===== config.mk =====
export PLATFORM = sky130hd
export DESIGN_NAME = ira_slave
export DESIGN_NICKNAME = d
export VERILOG_FILES = /design/src/core/ira_pkg.sv /design/src/core/ira_sync.sv /design/src/core/ira_slave.sv
export SDC_FILE = /design/constraint.sdc
export NUM_CORES = 1
export LEC_CHECK = 0
export BUFFER_PORTS_ARGS = -buffer_cell sky130_fd_sc_hd__buf_2
export CAP_MARGIN = 20
export CORE_UTILIZATION = 30
export DETAILED_ROUTE_END_ITERATION = 8
export PLACE_DENSITY = 0.44
export REMOVE_ABC_BUFFERS = 1
export SLEW_MARGIN = 0
export SYNTH_ARGS = -nofsm -noshare
export SYNTH_HDL_FRONTEND = slang
export SYNTH_SLANG_ARGS = --single-unit
export TNS_END_PERCENT = 30

===== constraint.sdc =====
create_clock -name clock_i -period 2.6 [get_ports clock_i]
set_input_delay 0.52 -clock clock_i [delete_from_list [all_inputs] [get_ports clock_i]]
set_output_delay 0.52 -clock clock_i [all_outputs]
set_load 0.005 [all_outputs]

===== src/core/ira_pkg.sv =====
package ira_pkg;
    // seven-bit target address; bit 0 of the address byte is the direction
    localparam logic [6:0] IRA_TARGET_ADDR = 7'h25;  // 0100101x
    localparam int         IRA_AW          = 8;      // register address width
    localparam int         IRA_DW          = 8;      // register data width
    localparam logic [7:0] IRA_PTR_RST     = 8'h00;  // pointer after reset
    localparam logic [3:0] IRA_BIT_LAST    = 4'h7;   // index of eighth data bit
    localparam logic [3:0] IRA_BIT_ACK     = 4'h8;   // index of ack clock

    typedef enum {
        IRA_IDLE,
        IRA_ADDR,
        IRA_ADDR_ACK,
        IRA_REG,
        IRA_REG_ACK,
        IRA_WDATA,
        IRA_WDATA_ACK,
        IRA_RDATA,
        IRA_RDATA_ACK
    } ira_state_t;
endpackage


===== src/core/ira_sync.sv =====
`timescale 1ns/1ps
// three-stage synchroniser; output changes only when stages two and three agree
module ira_sync (
    input  wire logic clock_i,    // system clock
    input  wire logic reset_n_i,  // async reset, active low
    input  wire logic async_i,    // pin level
    output logic      level_o     // filtered level
);
    logic [2:0] sh_r;
    logic [2:0] sh_nxt;
    logic       lvl_r;
    logic       lvl_nxt;

    // stage one is read only by stage two
    always_comb
    begin
        sh_nxt  = {sh_r[1:0], async_i};
        lvl_nxt = (sh_r[1] == sh_r[2]) ? sh_r[2] : lvl_r;
    end

    // idle bus level is high, so reset to one
    always_ff @(posedge clock_i or negedge reset_n_i)
    begin
        if (!reset_n_i)
        begin
            sh_r  <= 3'h7;
            lvl_r <= 1'b1;
        end
        else
        begin
            sh_r  <= sh_nxt;
            lvl_r <= lvl_nxt;
        end
    end

    assign level_o = lvl_r;
endmodule // ira_sync


===== src/core/ira_slave.sv =====
`timescale 1ns/1ps
// Summary of operation
// - the first byte after the address in a write is loaded into the register pointer.
// - a stop right after the register address byte leaves only the new pointer behind.
// - the first data byte goes to the pointed register and each next byte to the next one.
// - the pointer increments after each stored write byte until the stop.
// - reads return the register selected by the same shared pointer.
// - the pointer increments after every byte transmitted in a read.
// - after a not-acknowledge the device stops sending and releases the data line.
// - only address bytes 01001010 (write) and 01001011 (read) are answered.
// - the device holds the data line low during the ninth clock of its own address byte and of each byte written to it.
module ira_slave
    import ira_pkg::*;
#(
    parameter int AW = ira_pkg::IRA_AW,  // register address width
    parameter int DW = ira_pkg::IRA_DW   // register data width
) (
    input  wire logic          clock_i,    // 200 MHz system clock
    input  wire logic          reset_n_i,  // async reset, active low
    input  wire logic          scl_i,      // serial clock pin
    input  wire logic          sda_i,      // serial data pin level
    output logic               sda_o,      // data drive value, always low
    output logic               sda_oe_o,   // high while pulling data low
    output logic [AW-1:0]      reg_addr_o, // register pointer
    output logic [DW-1:0]      wr_data_o,  // data for a register write
    output logic               wr_stb_o,   // one-cycle write strobe
    output logic               rd_stb_o,   // one-cycle read strobe
    input  wire logic [DW-1:0] rd_data_i,  // register content at reg_addr_o
    output logic               busy_o      // addressed transaction running
);
    import ira_pkg::*;

    logic            scl_s;
    logic            sda_s;
    logic            scl_d_r;
    logic            sda_d_r;
    ira_state_t      st_r,    st_nxt;
    logic [3:0]      bit_r,   bit_nxt;
    logic [7:0]      sh_r,    sh_nxt;
    logic [AW-1:0]   ptr_r,   ptr_nxt;
    logic [DW-1:0]   wd_r,    wd_nxt;
    logic            wst_r,   wst_nxt;
    logic            rst_r,   rst_nxt;
    logic            oe_r,    oe_nxt;
    logic            busy_r,  busy_nxt;
    logic            rise;
    logic            fall;
    logic            start_c;
    logic            stop_c;

    ira_sync u_scl (.clock_i(clock_i), .reset_n_i(reset_n_i), .async_i(scl_i), .level_o(scl_s));
    ira_sync u_sda (.clock_i(clock_i), .reset_n_i(reset_n_i), .async_i(sda_i), .level_o(sda_s));

    // edge and bus condition detection on filtered levels
    assign rise    = scl_s & ~scl_d_r;
    assign fall    = ~scl_s & scl_d_r;
    assign start_c = scl_s & scl_d_r & sda_d_r & ~sda_s;
    assign stop_c  = scl_s & scl_d_r & ~sda_d_r & sda_s;

    // byte engine: sample on rising clock, change drive on falling clock
    always_comb
    begin
        st_nxt   = st_r;
        bit_nxt  = bit_r;
        sh_nxt   = sh_r;
        ptr_nxt  = ptr_r;
        wd_nxt   = wd_r;
        wst_nxt  = 1'b0;
        rst_nxt  = 1'b0;
        oe_nxt   = oe_r;
        busy_nxt = busy_r;
        if (start_c)
        begin
            // repeated start also lands here; pointer is kept
            st_nxt   = IRA_ADDR;
            bit_nxt  = 4'h0;
            oe_nxt   = 1'b0;
            busy_nxt = 1'b0;
        end
        else if (stop_c)
        begin
            // stop after register byte leaves only the pointer
            st_nxt   = IRA_IDLE;
            oe_nxt   = 1'b0;
            busy_nxt = 1'b0;
        end
        else
        begin
            case (st_r)
                IRA_IDLE: ;
                IRA_ADDR, IRA_REG, IRA_WDATA:
                begin
                    if (rise)
                    begin
                        sh_nxt  = {sh_r[6:0], sda_s};
                        bit_nxt = bit_r + 4'h1;
                    end
                    if (fall && bit_r == IRA_BIT_ACK)
                    begin
                        bit_nxt = 4'h0;
                        if (st_r == IRA_ADDR)
                        begin
                            if (sh_r[7:1] == IRA_TARGET_ADDR)
                            begin
                                oe_nxt   = 1'b1;
                                busy_nxt = 1'b1;
                                st_nxt   = IRA_ADDR_ACK;
                            end
                            else
                                st_nxt = IRA_IDLE;
                        end
                        else if (st_r == IRA_REG)
                        begin
                            ptr_nxt = sh_r[AW-1:0];
                            oe_nxt  = 1'b1;
                            st_nxt  = IRA_REG_ACK;
                        end
                        else
                        begin
                            wd_nxt  = sh_r[DW-1:0];
                            wst_nxt = 1'b1;
                            oe_nxt  = 1'b1;
                            st_nxt  = IRA_WDATA_ACK;
                        end
                    end
                end
                IRA_ADDR_ACK, IRA_REG_ACK, IRA_WDATA_ACK:
                begin
                    if (fall)
                    begin
                        oe_nxt  = 1'b0;
                        bit_nxt = 4'h0;
                        if (st_r == IRA_WDATA_ACK)
                            ptr_nxt = ptr_r + 1'b1;
                        if (st_r == IRA_ADDR_ACK && sh_r[0])
                        begin
                            // first read bit goes out now
                            sh_nxt  = rd_data_i;
                            oe_nxt  = ~rd_data_i[7];
                            rst_nxt = 1'b1;
                            st_nxt  = IRA_RDATA;
                        end
                        else if (st_r == IRA_ADDR_ACK)
                            st_nxt = IRA_REG;
                        else
                            st_nxt = IRA_WDATA;
                    end
                end
                IRA_RDATA:
                begin
                    if (fall)
                    begin
                        bit_nxt = bit_r + 4'h1;
                        if (bit_r == IRA_BIT_LAST)
                        begin
                            oe_nxt  = 1'b0;  // let the controller answer
                            ptr_nxt = ptr_r + 1'b1;
                            st_nxt  = IRA_RDATA_ACK;
                        end
                        else
                        begin
                            sh_nxt = {sh_r[6:0], 1'b0};
                            oe_nxt = ~sh_r[6];
                        end
                    end
                end
                IRA_RDATA_ACK:
                begin
                    if (rise && sda_s)
                        st_nxt = IRA_IDLE; // not-acknowledge: release
                    else if (fall)
                    begin
                        // acknowledged: the shift register no longer holds the
                        // direction bit, so the next byte is launched here
                        bit_nxt = 4'h0;
                        sh_nxt  = rd_data_i;
                        oe_nxt  = ~rd_data_i[7];
                        rst_nxt = 1'b1;
                        st_nxt  = IRA_RDATA;
                    end
                end
                default: st_nxt = IRA_IDLE;
            endcase
        end
    end

    // state registers; every output except sda_o comes straight from these flops
    always_ff @(posedge clock_i or negedge reset_n_i)
    begin
        if (!reset_n_i)
        begin
            scl_d_r <= 1'b1;
            sda_d_r <= 1'b1;
            st_r    <= IRA_IDLE;
            bit_r   <= 4'h0;
            sh_r    <= 8'h00;
            ptr_r   <= IRA_PTR_RST;
            wd_r    <= '0;
            wst_r   <= 1'b0;
            rst_r   <= 1'b0;
            oe_r    <= 1'b0;
            busy_r  <= 1'b0;
        end
        else
        begin
            scl_d_r <= scl_s;
            sda_d_r <= sda_s;
            st_r    <= st_nxt;
            bit_r   <= bit_nxt;
            sh_r    <= sh_nxt;
            ptr_r   <= ptr_nxt;
            wd_r    <= wd_nxt;
            wst_r   <= wst_nxt;
            rst_r   <= rst_nxt;
            oe_r    <= oe_nxt;
            busy_r  <= busy_nxt;
        end
    end

    // open drain: value is constant low, only the enable moves
    always_ff @(posedge clock_i or negedge reset_n_i)
    begin
        if (!reset_n_i)
            sda_o <= 1'b0;
        else
            sda_o <= 1'b0;
    end

    assign sda_oe_o   = oe_r;
    assign reg_addr_o = ptr_r;
    assign wr_data_o  = wd_r;
    assign wr_stb_o   = wst_r;
    assign rd_stb_o   = rst_r;
    assign busy_o     = busy_r;

    // a write strobe comes in the same cycle as the acknowledge drive on the data line
    AST_WR_ACK: assert property (@(posedge clock_i) disable iff (!reset_n_i)
        wst_r |-> oe_r) else $error("write byte not acknowledged");
    AST_PTR_LOAD: assert property (@(posedge clock_i) disable iff (!reset_n_i)
        (st_r == IRA_REG_ACK && $past(st_r) == IRA_REG) |-> ptr_r == $past(sh_r))
        else $error("pointer not loaded from register byte");
    AST_WR_INC: assert property (@(posedge clock_i) disable iff (!reset_n_i)
        (st_r == IRA_WDATA_ACK && st_nxt == IRA_WDATA && !start_c && !stop_c)
        |=> ptr_r == $past(ptr_r) + 1'b1) else $error("write pointer not stepped");
    AST_RD_INC: assert property (@(posedge clock_i) disable iff (!reset_n_i)
        (st_r == IRA_RDATA && st_nxt == IRA_RDATA_ACK)
        |=> ptr_r == $past(ptr_r) + 1'b1) else $error("read pointer not stepped");
    AST_NACK_REL: assert property (@(posedge clock_i) disable iff (!reset_n_i)
        (st_r == IRA_RDATA_ACK && rise && sda_s && !start_c && !stop_c)
        |=> !oe_r && st_r == IRA_IDLE) else $error("line held after nack");
    AST_STOP_KEEP: assert property (@(posedge clock_i) disable iff (!reset_n_i)
        stop_c |=> !wst_r && ptr_r == $past(ptr_r)) else $error("stop changed state");
    AST_NO_DRIVE_IDLE: assert property (@(posedge clock_i) disable iff (!reset_n_i)
        (st_r == IRA_IDLE) |-> !oe_r) else $error("drive while idle");
    AST_RD_SRC: assert property (@(posedge clock_i) disable iff (!reset_n_i)
        rst_r |-> sh_r == $past(rd_data_i)) else $error("read data not from pointer");
    AST_PTR_HOLD: assert property (@(posedge clock_i) disable iff (!reset_n_i)
        (st_r == IRA_IDLE && st_nxt == IRA_IDLE) |=> ptr_r == $past(ptr_r))
        else $error("pointer moved between transactions");
    AST_WR_FIRST: assert property (@(posedge clock_i) disable iff (!reset_n_i)
        wst_r |-> wd_r == $past(sh_r[DW-1:0]) && ptr_r == $past(ptr_r))
        else $error("write data or address mismatch");
endmodule // ira_slave


Word-level counts from Yosys, hierarchy flattened
Cells that the tools add are included.
{ "word_totals": {"memories": 0, "latchBits": 0, "ramBits": 0, "wordCells": 165, "out_inout_bits": 21, "romBits": 0, "register_bits": 74} }
{ "op_classes": {"bitwise_logic": 17, "shift": 0, "reduce_logical": 21, "order_cmp": 0, "n_div": 0, "mul": 0, "mux": 68, "eq_ne": 42, "n_addsub": 2} }
{ "ops": {"columns": ["op", "count"], "rows": [
  ["32-bit two-way mux", 9],
  ["32-bit by 3-bit equality test with 1-bit output, second input constant", 6],
  ["32-bit one-hot mux with 5 select lines", 1],
  ["8-bit two-way mux", 14],
  ["32-bit by 2-bit equality test with 1-bit output, second input constant", 3],
  ["32-bit by 4-bit equality test with 1-bit output, second input constant", 2],
  ["32-bit by 1-bit equality test with 1-bit output, second input constant", 1],
  ["32-bit zero test", 1],
  ["8-bit one-hot mux with 4 select lines", 1],
  ["1-bit two-way mux", 28],
  ["4-bit two-way mux", 7],
  ["4-bit inequality test, second input constant", 7],
  ["2-bit inequality test, second input constant", 13],
  ["8-bit one-hot mux with 3 select lines", 1],
  ["10-bit AND reduction", 2],
  ["4-bit one-hot mux with 4 select lines", 1],
  ["3-bit nonzero test", 5],
  ["6-bit AND reduction", 2],
  ["5-bit inequality test, second input constant", 2],
  ["1-bit NOT", 10],
  ["3-bit inequality test, second input constant", 3],
  ["8-bit by 1-bit adder with 8-bit output, second input constant", 1],
  ["1-bit bitwise AND", 7],
  ["7-bit by 6-bit equality test with 1-bit output, second input constant", 1],
  ["other kinds (16)", 22]
]} }

Longest topological paths before layout
Gate-level depths: netlist of run 1.
{ "logic_depth": {"ltp_word": 7, "depth_mapped": 9, "ltp_nobuf": 7} }

Modules after synthesis
A second synthesis of run 1 with hierarchy kept.
{ "hier_totals": {"hier_cells": 246, "area_unflattened_um2": 2508.7} }
{ "modules_own_cells": {"columns": ["mod", "area_each_um2", "seq_area_each_um2", "n_inst", "cells_each"], "rows": [
  ["ira_slave", 2275.9, 953.4, 1, 236],
  ["ira_sync", 116.4, 105.1, 2, 5]
]} }

Worst setup path before layout of run 1
OpenSTA, ideal clock, no wires.
{ "synth_timing": {"path_kind": "reg-to-reg", "start": "register st_r[1]", "end": "register ptr_r[3], in the netlist reg_addr_o[3]", "arrival_time_ps": 2028, "period_less_slack_ps": 2150, "stages_incl_launch_ff": 9, "setup_slack_ps": 450, "path_buffers": 3, "setup_time_ps": 121, "required_ps": 2479, "cell_sequence": "dfrtp_1 > buf_2 > nor2b_4 > a21o_1 > a21o_1 > or4_1 > buf_2 > buf_2 > o22a_1"} }
{ "synth_via": {"elab_chain_len": 4, "elab_cells_between_ends": 22} }
{ "synth_rtl": {"columns": ["item", "line", "source"], "rows": [
  ["start: declaration", "ira_slave.sv:37", "ira_state_t st_r, st_nxt;"],
  ["start signal: assignment", "ira_slave.sv:208", "st_r <= st_nxt;"],
  ["32-bit by 2-bit equality test with 1-bit output, or another cell as far along", "ira_slave.sv:89", "case (st_r)"],
  ["3-bit OR reduction", "ira_slave.sv:89", null],
  ["2-bit inequality test (no source line) / 3-bit nonzero test (equally long branches)", null, null],
  ["10-bit AND reduction (no source line)", null, null],
  ["end signal: assignment", "ira_slave.sv:211", "ptr_r <= ptr_nxt;"],
  ["end: declaration", "ira_slave.sv:40", "logic [AW-1:0] ptr_r, ptr_nxt;"]
]} }
Parallel ways exist; a longest one is shown, timed or not.
A chain may end at the register's enable or synchronous reset.

Worst setup path after layout of run 1
{ "layout_timing": {"start": "register scl_d_r", "end": "register ptr_r[0], in the netlist reg_addr_o[0]"} }
{ "layout_via": {"elab_chain_len": 5, "elab_cells_between_ends": 13} }
{ "layout_rtl": {"columns": ["item", "line", "source"], "rows": [
  ["start: declaration", "ira_slave.sv:35", "logic scl_d_r;"],
  ["start signal: assignment", "ira_slave.sv:206", "scl_d_r <= scl_s;"],
  ["1-bit bitwise AND", "ira_slave.sv:57, ira_slave.sv:58", null],
  ["1-bit bitwise AND (on tied branches) (2 in series)", "ira_slave.sv:58, ira_slave.sv:57", null],
  ["1-bit NOT (no source line)", null, null],
  ["10-bit AND reduction (no source line) (*)", null, null]
]} }
Every way passes the cells marked *; elsewhere a longest branch is shown, timed or not.

==> impl_metrics.tcl, run 1 <==
set metrics [dict create \
    tightest_slew_ps 562 \
    yosys.area_share.xor_xnor_pct 0 \
    met3_usage_pct 2.68 \
    initial_core_util_pct 31.6 \
    path_clk_slew_ps 100 \
    clock-sinks 46 \
    netlist_area_um2 2480 \
    syn_to_final_growth_pct 16.3 \
    cp-start-kind "flip-flop" \
    cp_max_fo 16 \
    gp_congestion 0.818 \
    synth_seq_cells 46 \
    nFillCells 850 \
    hpwl_um 4410 \
    drtAntennaViolNets 0 \
    fmax_mhz 438 \
    synth_fa_ha_area_share_pct 2.32 \
    layout-drive-gt1-share_pct 22.9 \
    finalClockSkew_ps 10.9 \
    grt_usage_pct 15.4 \
    leakage_nw 1.34 \
    finalWirelength_um 6060 \
    synthMuxAreaShare_pct 10.6 \
    vdd.ir_drop.worst_mv 0.325 \
    grt_first_pass_wirelength_um 10400 \
    htree_levels 2 \
    die-width_um 93.0 \
    final_common_cell "dfrtp_1" \
    grt_overflow 0 \
    vias_per_cell 5.11 \
    clk_latency_ps 310 \
    fin_setup_tns_ps 0 \
    cts_hold_buf 0 \
    layout_min_cycle_time_ps 2280 \
    endpoint_kind "flip-flop" \
    synth_top_family_by_area "simple AND/OR/NAND/NOR gates" \
    core_um2 7850 \
    ys.flop_type "dfrtp_1" \
    cts_max_path_buffers 2 \
    drc_errors 0 \
    synth_simple_gate_area_share_pct 19.4 \
    pin_count 33 \
    die_h_um 93.0 \
    outcome "finished clean" \
    clock-root-buffer "clkbuf_8" \
    vias 1992 \
    grt_max_degree 25 \
    async_flop_share_pct 100 \
    cts_tree "yes" \
    crit_required_ps 2810 \
    post_cts_resized 0 \
    rsz0062_at_grt "false" \
    die_area_um2 8650 \
    worstSetupPathType "flip-flop to flip-flop" \
    cts_buffers 5 \
    syn_area_per_cell_um2 9.82 \
    drtPass1Iterations 4 \
    hold_violations 0 \
    synth-warning-count 0 \
    critPathArrivalTime_ps 2490 \
    yosysSeqAreaShare_pct 46.9 \
    diodes 0 \
    drtIter0Drc 129 \
    slew_headroom_pct 62.5 \
    wl_per_cell_um 15.5 \
    grt_use_met2_pct 22.2 \
    first_global_vias 1948 \
    grt.busiest_layer "met1" \
    yosysUniqueCellTypes 53 \
    finalSetupViolations 0 \
    antenna_found_initial 0 \
    min_path_type "input pin to asynchronous set/reset pin" \
    synth_cells 253 \
    drv_slew 0 \
    nets 302 \
    synth-compound-area-share_pct 16.6 \
    power.density_nw_per_um2 660 \
    synth-edff-count 0 \
    post_cts_buffers 0 \
    holdWs_ps 198 \
    io_buffers 31 \
    final_cell_mix "dfrtp_1, buf_2, nor2_1" \
    period_share_pct 87.8 \
    num_rows 32 \
    drv_cap 0 \
    use_met1_pct 22.7 \
]
==> kinds of logic (layout without fill, tap and decap cells) <==
| family | Yosys count | count (layout) |
|---|---|---|
| buffers and inverters | 22 | 57 |
| AO/OA/AOI/OAI | 66 | 66 |
| multiplexers | 24 | 24 |
| AND/OR/NAND/NOR | 89 | 89 |
| flip-flops | 46 | 46 |
| adder cells (fa/ha/maj) | 5 | 5 |
| other | 1 | 1 |
==> cell usage after synthesis (3+ instances only) <==
cell type / count / area share (%)
a21o_1: 3 / 0.91
a21oi_1: 15 / 3.0
a31oi_1: 4 / 1.0
and3_1: 5 / 1.3
buf_2: 7 / 1.4
clkbuf_1: 5 / 0.76
dfrtp_1: 36 / 36
dfstp_2: 10 / 11
ha_1: 3 / 1.5
inv_1: 6 / 0.91
mux2_1: 15 / 6.8
mux2_2: 4 / 1.8
mux2i_1: 5 / 2.0
nand2_1: 15 / 2.3
nand2b_1: 4 / 1.0
nand3_1: 7 / 1.4
nor2_1: 26 / 3.9
nor2b_1: 6 / 1.5
nor3_1: 5 / 1.0
nor3b_1: 4 / 1.2
nor4_1: 3 / 0.76
o21ai_0: 6 / 1.2
o21ai_1: 18 / 3.6
o31ai_1: 4 / 1.2
==> state kept, by name (all words and copies together), names as in the netlist <==
register and flops:
bit_r 4, busy_o 1, rd_stb_o 1, reg_addr_o 8, scl_d_r 1, sda_d_r 1, sda_oe_o 1, sh_r 8
st_r 4, u_scl.level_o 1, u_scl.sh_r 3, u_sda.level_o 1, u_sda.sh_r 3, wr_data_o 8, wr_stb_o 1
==> final timing paths <==
| check | startpoint | end | slack (ps) | cells past startpoint |
|---|---|---|---|---|
| worst max-delay path | scl_d_r | reg_addr_o[0] | 320 | 6 |
| worst min-delay path | reset_n_i | sh_r[5] | 200 | 1 |
| worst max register to register | scl_d_r | reg_addr_o[0] | 320 | 6 |
| worst min register to register | u_sda.sh_r[0] | u_sda.sh_r[1] | 360 | 0 |
| max in group asynchronous | reset_n_i | sh_r[4] | 1880 | 2 |
| min in group clock_i | sda_i | u_sda.sh_r[0] | 300 | 1 |
==> area by class of cell <==
cell class              instances  area, um^2  share of cell area, %
repair buffers                 43         258                   8.93
inverters                       6        22.5                  0.780
well taps                     102         128                   4.42
flip-flops and latches         46        1160                   40.3
clock buffers                   7        86.3                   2.99
multi-input cells             185        1220                   42.3
clock inverters                 1        8.76                  0.303
==> metal layers <==
metal / vias up / share of wire (%) / wire, um
met4: 0 / 2.1 / 129
met3: 12 / 3.7 / 223
met1: 950 / 52 / 3140
li1: 976 / - / -
met2: 54 / 42 / 2560
met5: - / 0 / 0
==> metrics by stage <==
| step | total power, mW | std cells | util (%) | instance area (um^2) | worst slack (ps) |
|---|---|---|---|---|---|
| 5_1_grt | 2.05 | 390 | 36.8 | 2890 | 173 |
| 6_report | 1.91 | 390 | 36.8 | 2890 | 318 |
| 3_5_place_dp | 1.43 | 382 | 35.6 | 2790 | 335 |
| 4_1_cts | 1.94 | 390 | 36.8 | 2890 | 313 |
| 3_3_place_gp | 1.44 | 382 | 35.6 | 2790 | 330 |
| 2_1_floorplan | 1.24 | 237 | - | 2410 | 136 |
==> where the power goes <==
group	switching [mW]	internal (mW)	total, mW
registers	0.145	0.829	0.974
clock network	0.271	0.221	0.492
logic	0.233	0.208	0.441
total	0.649	1.26	1.91
==> critical path, cell delays in order (launching register included) <==
cell and delay (ps):
dfstp_2 650, and4bb_1 270, a211oi_1 110, a21o_1 200, or4_1 530, buf_4 210
o311ai_1 230
Note: power is estimated with default switching activity, not from simulation.
==> inputs of run 2 (changes only) <==
- SYNTH_HIERARCHICAL: not set -> 1
==> run 2 against run 1 <==
  * Die area rose by 0.99%
  * Final area grew 3.6%
  * Largest cell class unchanged
  * Clock power increased by 34%
  * Power up 7.2%
  * Global-route usage down 0.13 points
  * Wire length up 0.23%
  * Critical path depth is 3 higher
==> impl_metrics.tcl, run 2 <==
set metrics [dict create \
    outcome "finished clean" \
    die_h_um 93.4 \
    yosysTopAreaCell "dfrtp_1" \
    synth-edff-count 0 \
    nFillCells 780 \
    drv_slew 0 \
    min_path_type "input pin to asynchronous set/reset pin" \
    syn_to_final_growth_pct 19.3 \
    cp_max_fo 10 \
    grt.busiest_layer "met2" \
    pin_count 33 \
    gp_congestion 0.791 \
    finalWirelength_um 6070 \
    fmax_mhz 437 \
    async_flop_share_pct 100 \
    synth_seq_cells 46 \
    die_area_um2 8730 \
    drv_cap 0 \
    hpwl_um 4390 \
    cts_hold_buf 0 \
    wl_per_cell_um 15.6 \
    first_global_vias 1968 \
    power.density_nw_per_um2 682 \
    drc_errors 0 \
    ys.flop_type "dfrtp_1" \
    drtAntennaViolNets 0 \
    post_cts_resized 0 \
    hold_violations 0 \
    syn_area_per_cell_um2 10.2 \
    final_common_cell "dfrtp_1" \
    grt_usage_pct 15.3 \
    drtIter0Drc 156 \
    grt_use_met2_pct 24.8 \
    diodes 0 \
    period_share_pct 88.1 \
    cts_tree "yes" \
    endpoint_kind "flip-flop" \
    num_rows 32 \
    leakage_nw 1.35 \
    fin_setup_tns_ps 0 \
    cts_max_path_buffers 2 \
    finalClockSkew_ps 5.43 \
    grt_max_degree 47 \
    yosysUniqueCellTypes 57 \
    cp-start-kind "flip-flop" \
    worstSetupPathType "flip-flop to flip-flop" \
    die-width_um 93.4 \
    tightest_slew_ps 619 \
    yosysMostFrequentCell "dfrtp_1" \
    postLayoutCoreUtil_pct 37.9 \
    nets 302 \
    grt_overflow 0 \
    finalSetupViolations 0 \
    synthTopCellsByArea "dfrtp_1, mux2_2, dfstp_2" \
    multiInputGateArea_um2 1250 \
    cts_buffers 5 \
    synth_cells 246 \
    core_um2 7890 \
    layout_min_cycle_time_ps 2290 \
    vias 2075 \
    synth.cells.most_frequent "dfrtp_1, mux2_2, a21oi_1, nand2_1, o21ai_0" \
    clk_latency_ps 300 \
    seq_area_um2 1160 \
    slew_headroom_pct 58.7 \
    rsz0062_at_grt "false" \
    grt_first_pass_wirelength_um 10400 \
    netlist_area_um2 2510 \
    vdd.ir_drop.worst_mv 0.318 \
    synth-warning-count 6 \
    initial_core_util_pct 31.8 \
    yosysSeqAreaShare_pct 46.4 \
    layout-drive-gt1-share_pct 35.1 \
    netlist.area_leader.share_pct 35.9 \
    met3_usage_pct 2.60 \
    vias_per_cell 5.32 \
    crit_required_ps 2790 \
    use_met1_pct 21.1 \
    io_buffers 31 \
    drtPass1Iterations 4 \
    path_clk_slew_ps 90 \
    htree_levels 2 \
    critPathArrivalTime_ps 2480 \
    clock-sinks 46 \
    final_cell_mix "dfrtp_1, buf_2, mux2_2" \
    clock-root-buffer "clkbuf_8" \
    post_cts_buffers 0 \
    antenna_found_initial 0 \
]
run 2: changes by cell type after synthesis, sizes merged, moves of 4 or more:
cell / change
mux2: +6
mux2i: -4
nand3: +5
nor2: -12
buf: -5
o21ai: -7
nor3b: -4
run 2: per-layer routing:
| layer | vias to the layer above | part of all wire (%) |
|---|---|---|
| met5 | - | 0 |
| met4 | 0 | 1.1 |
| met3 | 7 | 4.3 |
| met2 | 54 | 47 |
| met1 | 1029 | 48 |
| li1 | 985 | - |
run 2: power breakdown:
| part | leakage [nW] | switching [mW] | internal (mW) | total (mW) |
|---|---|---|---|---|
| clock network | 0.0714 | 0.250 | 0.410 | 0.660 |
| logic | 0.685 | 0.208 | 0.230 | 0.437 |
| registers | 0.597 | 0.130 | 0.815 | 0.945 |
run 2: critical path: stages, from the launching register on:
cell	delay, ps
dfrtp_1	400
inv_1	90
ha_1	160
nand3b_1	190
nor4_4	300
o41ai_2	150
or4_1	460
buf_4	200
a21oi_1	120
o22ai_1	90
run 2: stage by stage:
| stage | hold slack (ps) | setup slack [ps] | std cells | power [mW] | area [um^2] |
|---|---|---|---|---|---|
| after floorplan | 224 | 194 | 233 | 1.22 | 2450 |
| after CTS | 295 | 326 | 390 | 2.07 | 2990 |
| final | 301 | 310 | 390 | 2.04 | 2990 |
| after global placement | 346 | 337 | 382 | 1.41 | 2850 |
| after detailed placement | 347 | 340 | 382 | 1.40 | 2850 |
| after global routing | 284 | 128 | 390 | 2.16 | 2990 |
run 2: worst paths after layout:
kind                       depth (start not counted)          start  slack, ps             to
max in group asynchronous                          2      reset_n_i       1860   wr_data_o[0]
setup reg to reg                                   9       bit_r[0]        310  reg_addr_o[5]
min in group clock_i                               1          scl_i        300  u_scl/sh_r[0]
hold / removal                                     2      reset_n_i        300        st_r[3]
setup / recovery                                   9       bit_r[0]        310  reg_addr_o[5]
hold reg to reg                                    0  u_sda/sh_r[0]        360  u_sda/sh_r[1]
run 2: area by class of cell:
cell class              count  area share (%)
clock buffers               6            2.76
clock inverters             2            2.01
inverters                   8            1.00
multi-input cells         179            41.9
flip-flops and latches     46            38.9
well taps                 102            4.26
repair buffers             47            9.20
run 2: logic make-up (layout without fill, tap and decap cells):
logic type | after synthesis | in the layout | synth area share, %
compound gates | 65 | 65 | 17.4
flops | 46 | 46 | 46.4
mux | 26 | 26 | 11.6
other cells | 1 | 1 | 0.149
fa+ha+maj | 5 | 5 | 2.39
simple gates | 81 | 81 | 18.1
xor+xnor | 1 | 1 | 0.349
buf+inv | 21 | 63 | 3.64
==> inputs of run 3 (changes only) <==
- RECOVER_POWER: not set -> 25
==> run 3 against run 2 <==
  * Count of clock-buffer cells in the layout did not move
  * Register-to-register slack about the same
  * Critical path depth unchanged
  * Sequential share of layout area barely moved
==> impl_metrics.tcl, run 3 (synthesis results as in run 2) <==
set metrics [dict create \
    dp.cells 382 \
    min_path_type "input pin to flip-flop" \
    layout_min_cycle_time_ps 2290 \
    critPathArrivalTime_ps 2480 \
    clock-sinks 46 \
    outcome "finished clean" \
    pin_count 33 \
    tightest_slew_ps 1190 \
    first_global_vias 1968 \
    die_h_um 93.4 \
    crit_required_ps 2790 \
    final_common_cell "dfrtp_1" \
    slew_headroom_pct 20.4 \
    finalWirelength_um 6070 \
    grt_overflow 0 \
    endpoint_kind "flip-flop" \
    nFillCells 781 \
    fin_setup_tns_ps 0 \
    drtIter0Drc 156 \
    vdd.ir_drop.worst_mv 0.318 \
    core_um2 7890 \
    power.density_nw_per_um2 682 \
    clock-root-buffer "clkbuf_8" \
    drtAntennaViolNets 0 \
    diodes 0 \
    die_area_um2 8730 \
    drv_cap 0 \
    period_share_pct 88.1 \
    instances_no_fill 390 \
    vias 2074 \
    finalSetupViolations 0 \
    leakage_nw 1.35 \
    drv_slew 0 \
    drc_errors 0 \
    finalClockSkew_ps 5.41 \
    antenna_found_initial 0 \
    initial_core_util_pct 31.8 \
    postLayoutCoreUtil_pct 37.9 \
    worstSetupPathType "flip-flop to flip-flop" \
    rsz0062_at_grt "false" \
    layout-drive-gt1-share_pct 34.0 \
    post_cts_resized 0 \
    fmax_mhz 437 \
    cp-start-kind "flip-flop" \
    gp_congestion 0.791 \
    vias_per_cell 5.32 \
    die-width_um 93.4 \
    grt_max_degree 47 \
    grt_first_pass_wirelength_um 10400 \
    htree_levels 2 \
    drtPass1Iterations 4 \
    path_clk_slew_ps 90 \
    cts_tree "yes" \
    clk_latency_ps 300 \
    cp_max_fo 10 \
    cts_max_path_buffers 2 \
    hpwl_um 4390 \
    final_cell_mix "dfrtp_1, buf_2, mux2_2" \
    post_cts_buffers 0 \
    nets 302 \
    cts_buffers 5 \
    io_buffers 31 \
    grt_usage_pct 15.3 \
    hold_violations 0 \
    cts_hold_buf 0 \
    wl_per_cell_um 15.6 \
    num_rows 32 \
    syn_to_final_growth_pct 19.2 \
]
-- run 3: changes by cell type in the layout (fill, tap and decap cells not counted), sizes merged --
cell	previous run	this run
buf	47	46
clkbuf	6	7
-- run 3: worst paths after layout --
| kind | from | end | slack (ps) | cells past startpoint |
|---|---|---|---|---|
| max | bit_r[0] | reg_addr_o[5] | 310 | 9 |
| min | scl_i | u_scl/sh_r[0] | 300 | 1 |
| max reg2reg | bit_r[0] | reg_addr_o[5] | 310 | 9 |
| min reg2reg | u_sda/sh_r[0] | u_sda/sh_r[1] | 370 | 0 |
| max in group asynchronous | reset_n_i | wr_data_o[0] | 1330 | 2 |
| min in group asynchronous | reset_n_i | st_r[3] | 530 | 2 |
-- run 3: area by class of cell --
cell class / count / area (um^2) / share of cell area, %
clock buffer: 6 / 82.6 / 2.76
clock inverter: 2 / 60.1 / 2.01
inverter: 8 / 30.0 / 1.00
multi-input combinational: 179 / 1250 / 41.9
sequential: 46 / 1160 / 38.9
tap: 102 / 128 / 4.27
timing repair buffer: 47 / 273 / 9.12
-- run 3: where the power goes --
part | total, mW | switching (mW) | internal, mW | leakage (nW)
logic | 0.437 | 0.208 | 0.229 | 0.684
registers | 0.944 | 0.130 | 0.814 | 0.596
clock network | 0.660 | 0.250 | 0.410 | 0.0714
total | 2.04 | 0.588 | 1.45 | 1.35
-- run 3: routing by layer --
metal | vias to the layer above | part of all wire (%) | track usage (%)
li1 | 984 | - | -
met1 | 1029 | 48 | 21.1
met2 | 54 | 47 | 24.8
met3 | 7 | 4.3 | 2.60
met4 | 0 | 1.1 | 3.85
met5 | - | 0 | 0
-- run 3: worst max-delay path, stage by stage (launching register included) --
cell	delay, ps
dfrtp_1	400
inv_1	90
ha_1	160
nand3b_1	190
nor4_4	300
o41ai_2	150
or4_1	460
buf_4	200
a21oi_1	120
o22ai_1	90
-- run 3: metrics by stage --
stage / total power [mW] / worst slack (ps) / hold WS, ps / instance area, um^2
2_1_floorplan: 1.22 / 194 / 224 / 2450
3_3_place_gp: 1.41 / 337 / 346 / 2850
3_5_place_dp: 1.40 / 340 / 347 / 2850
4_1_cts: 2.07 / 326 / 295 / 2990
5_1_grt: 2.16 / 128 / 284 / 2990
6_report: 2.04 / 310 / 304 / 2990
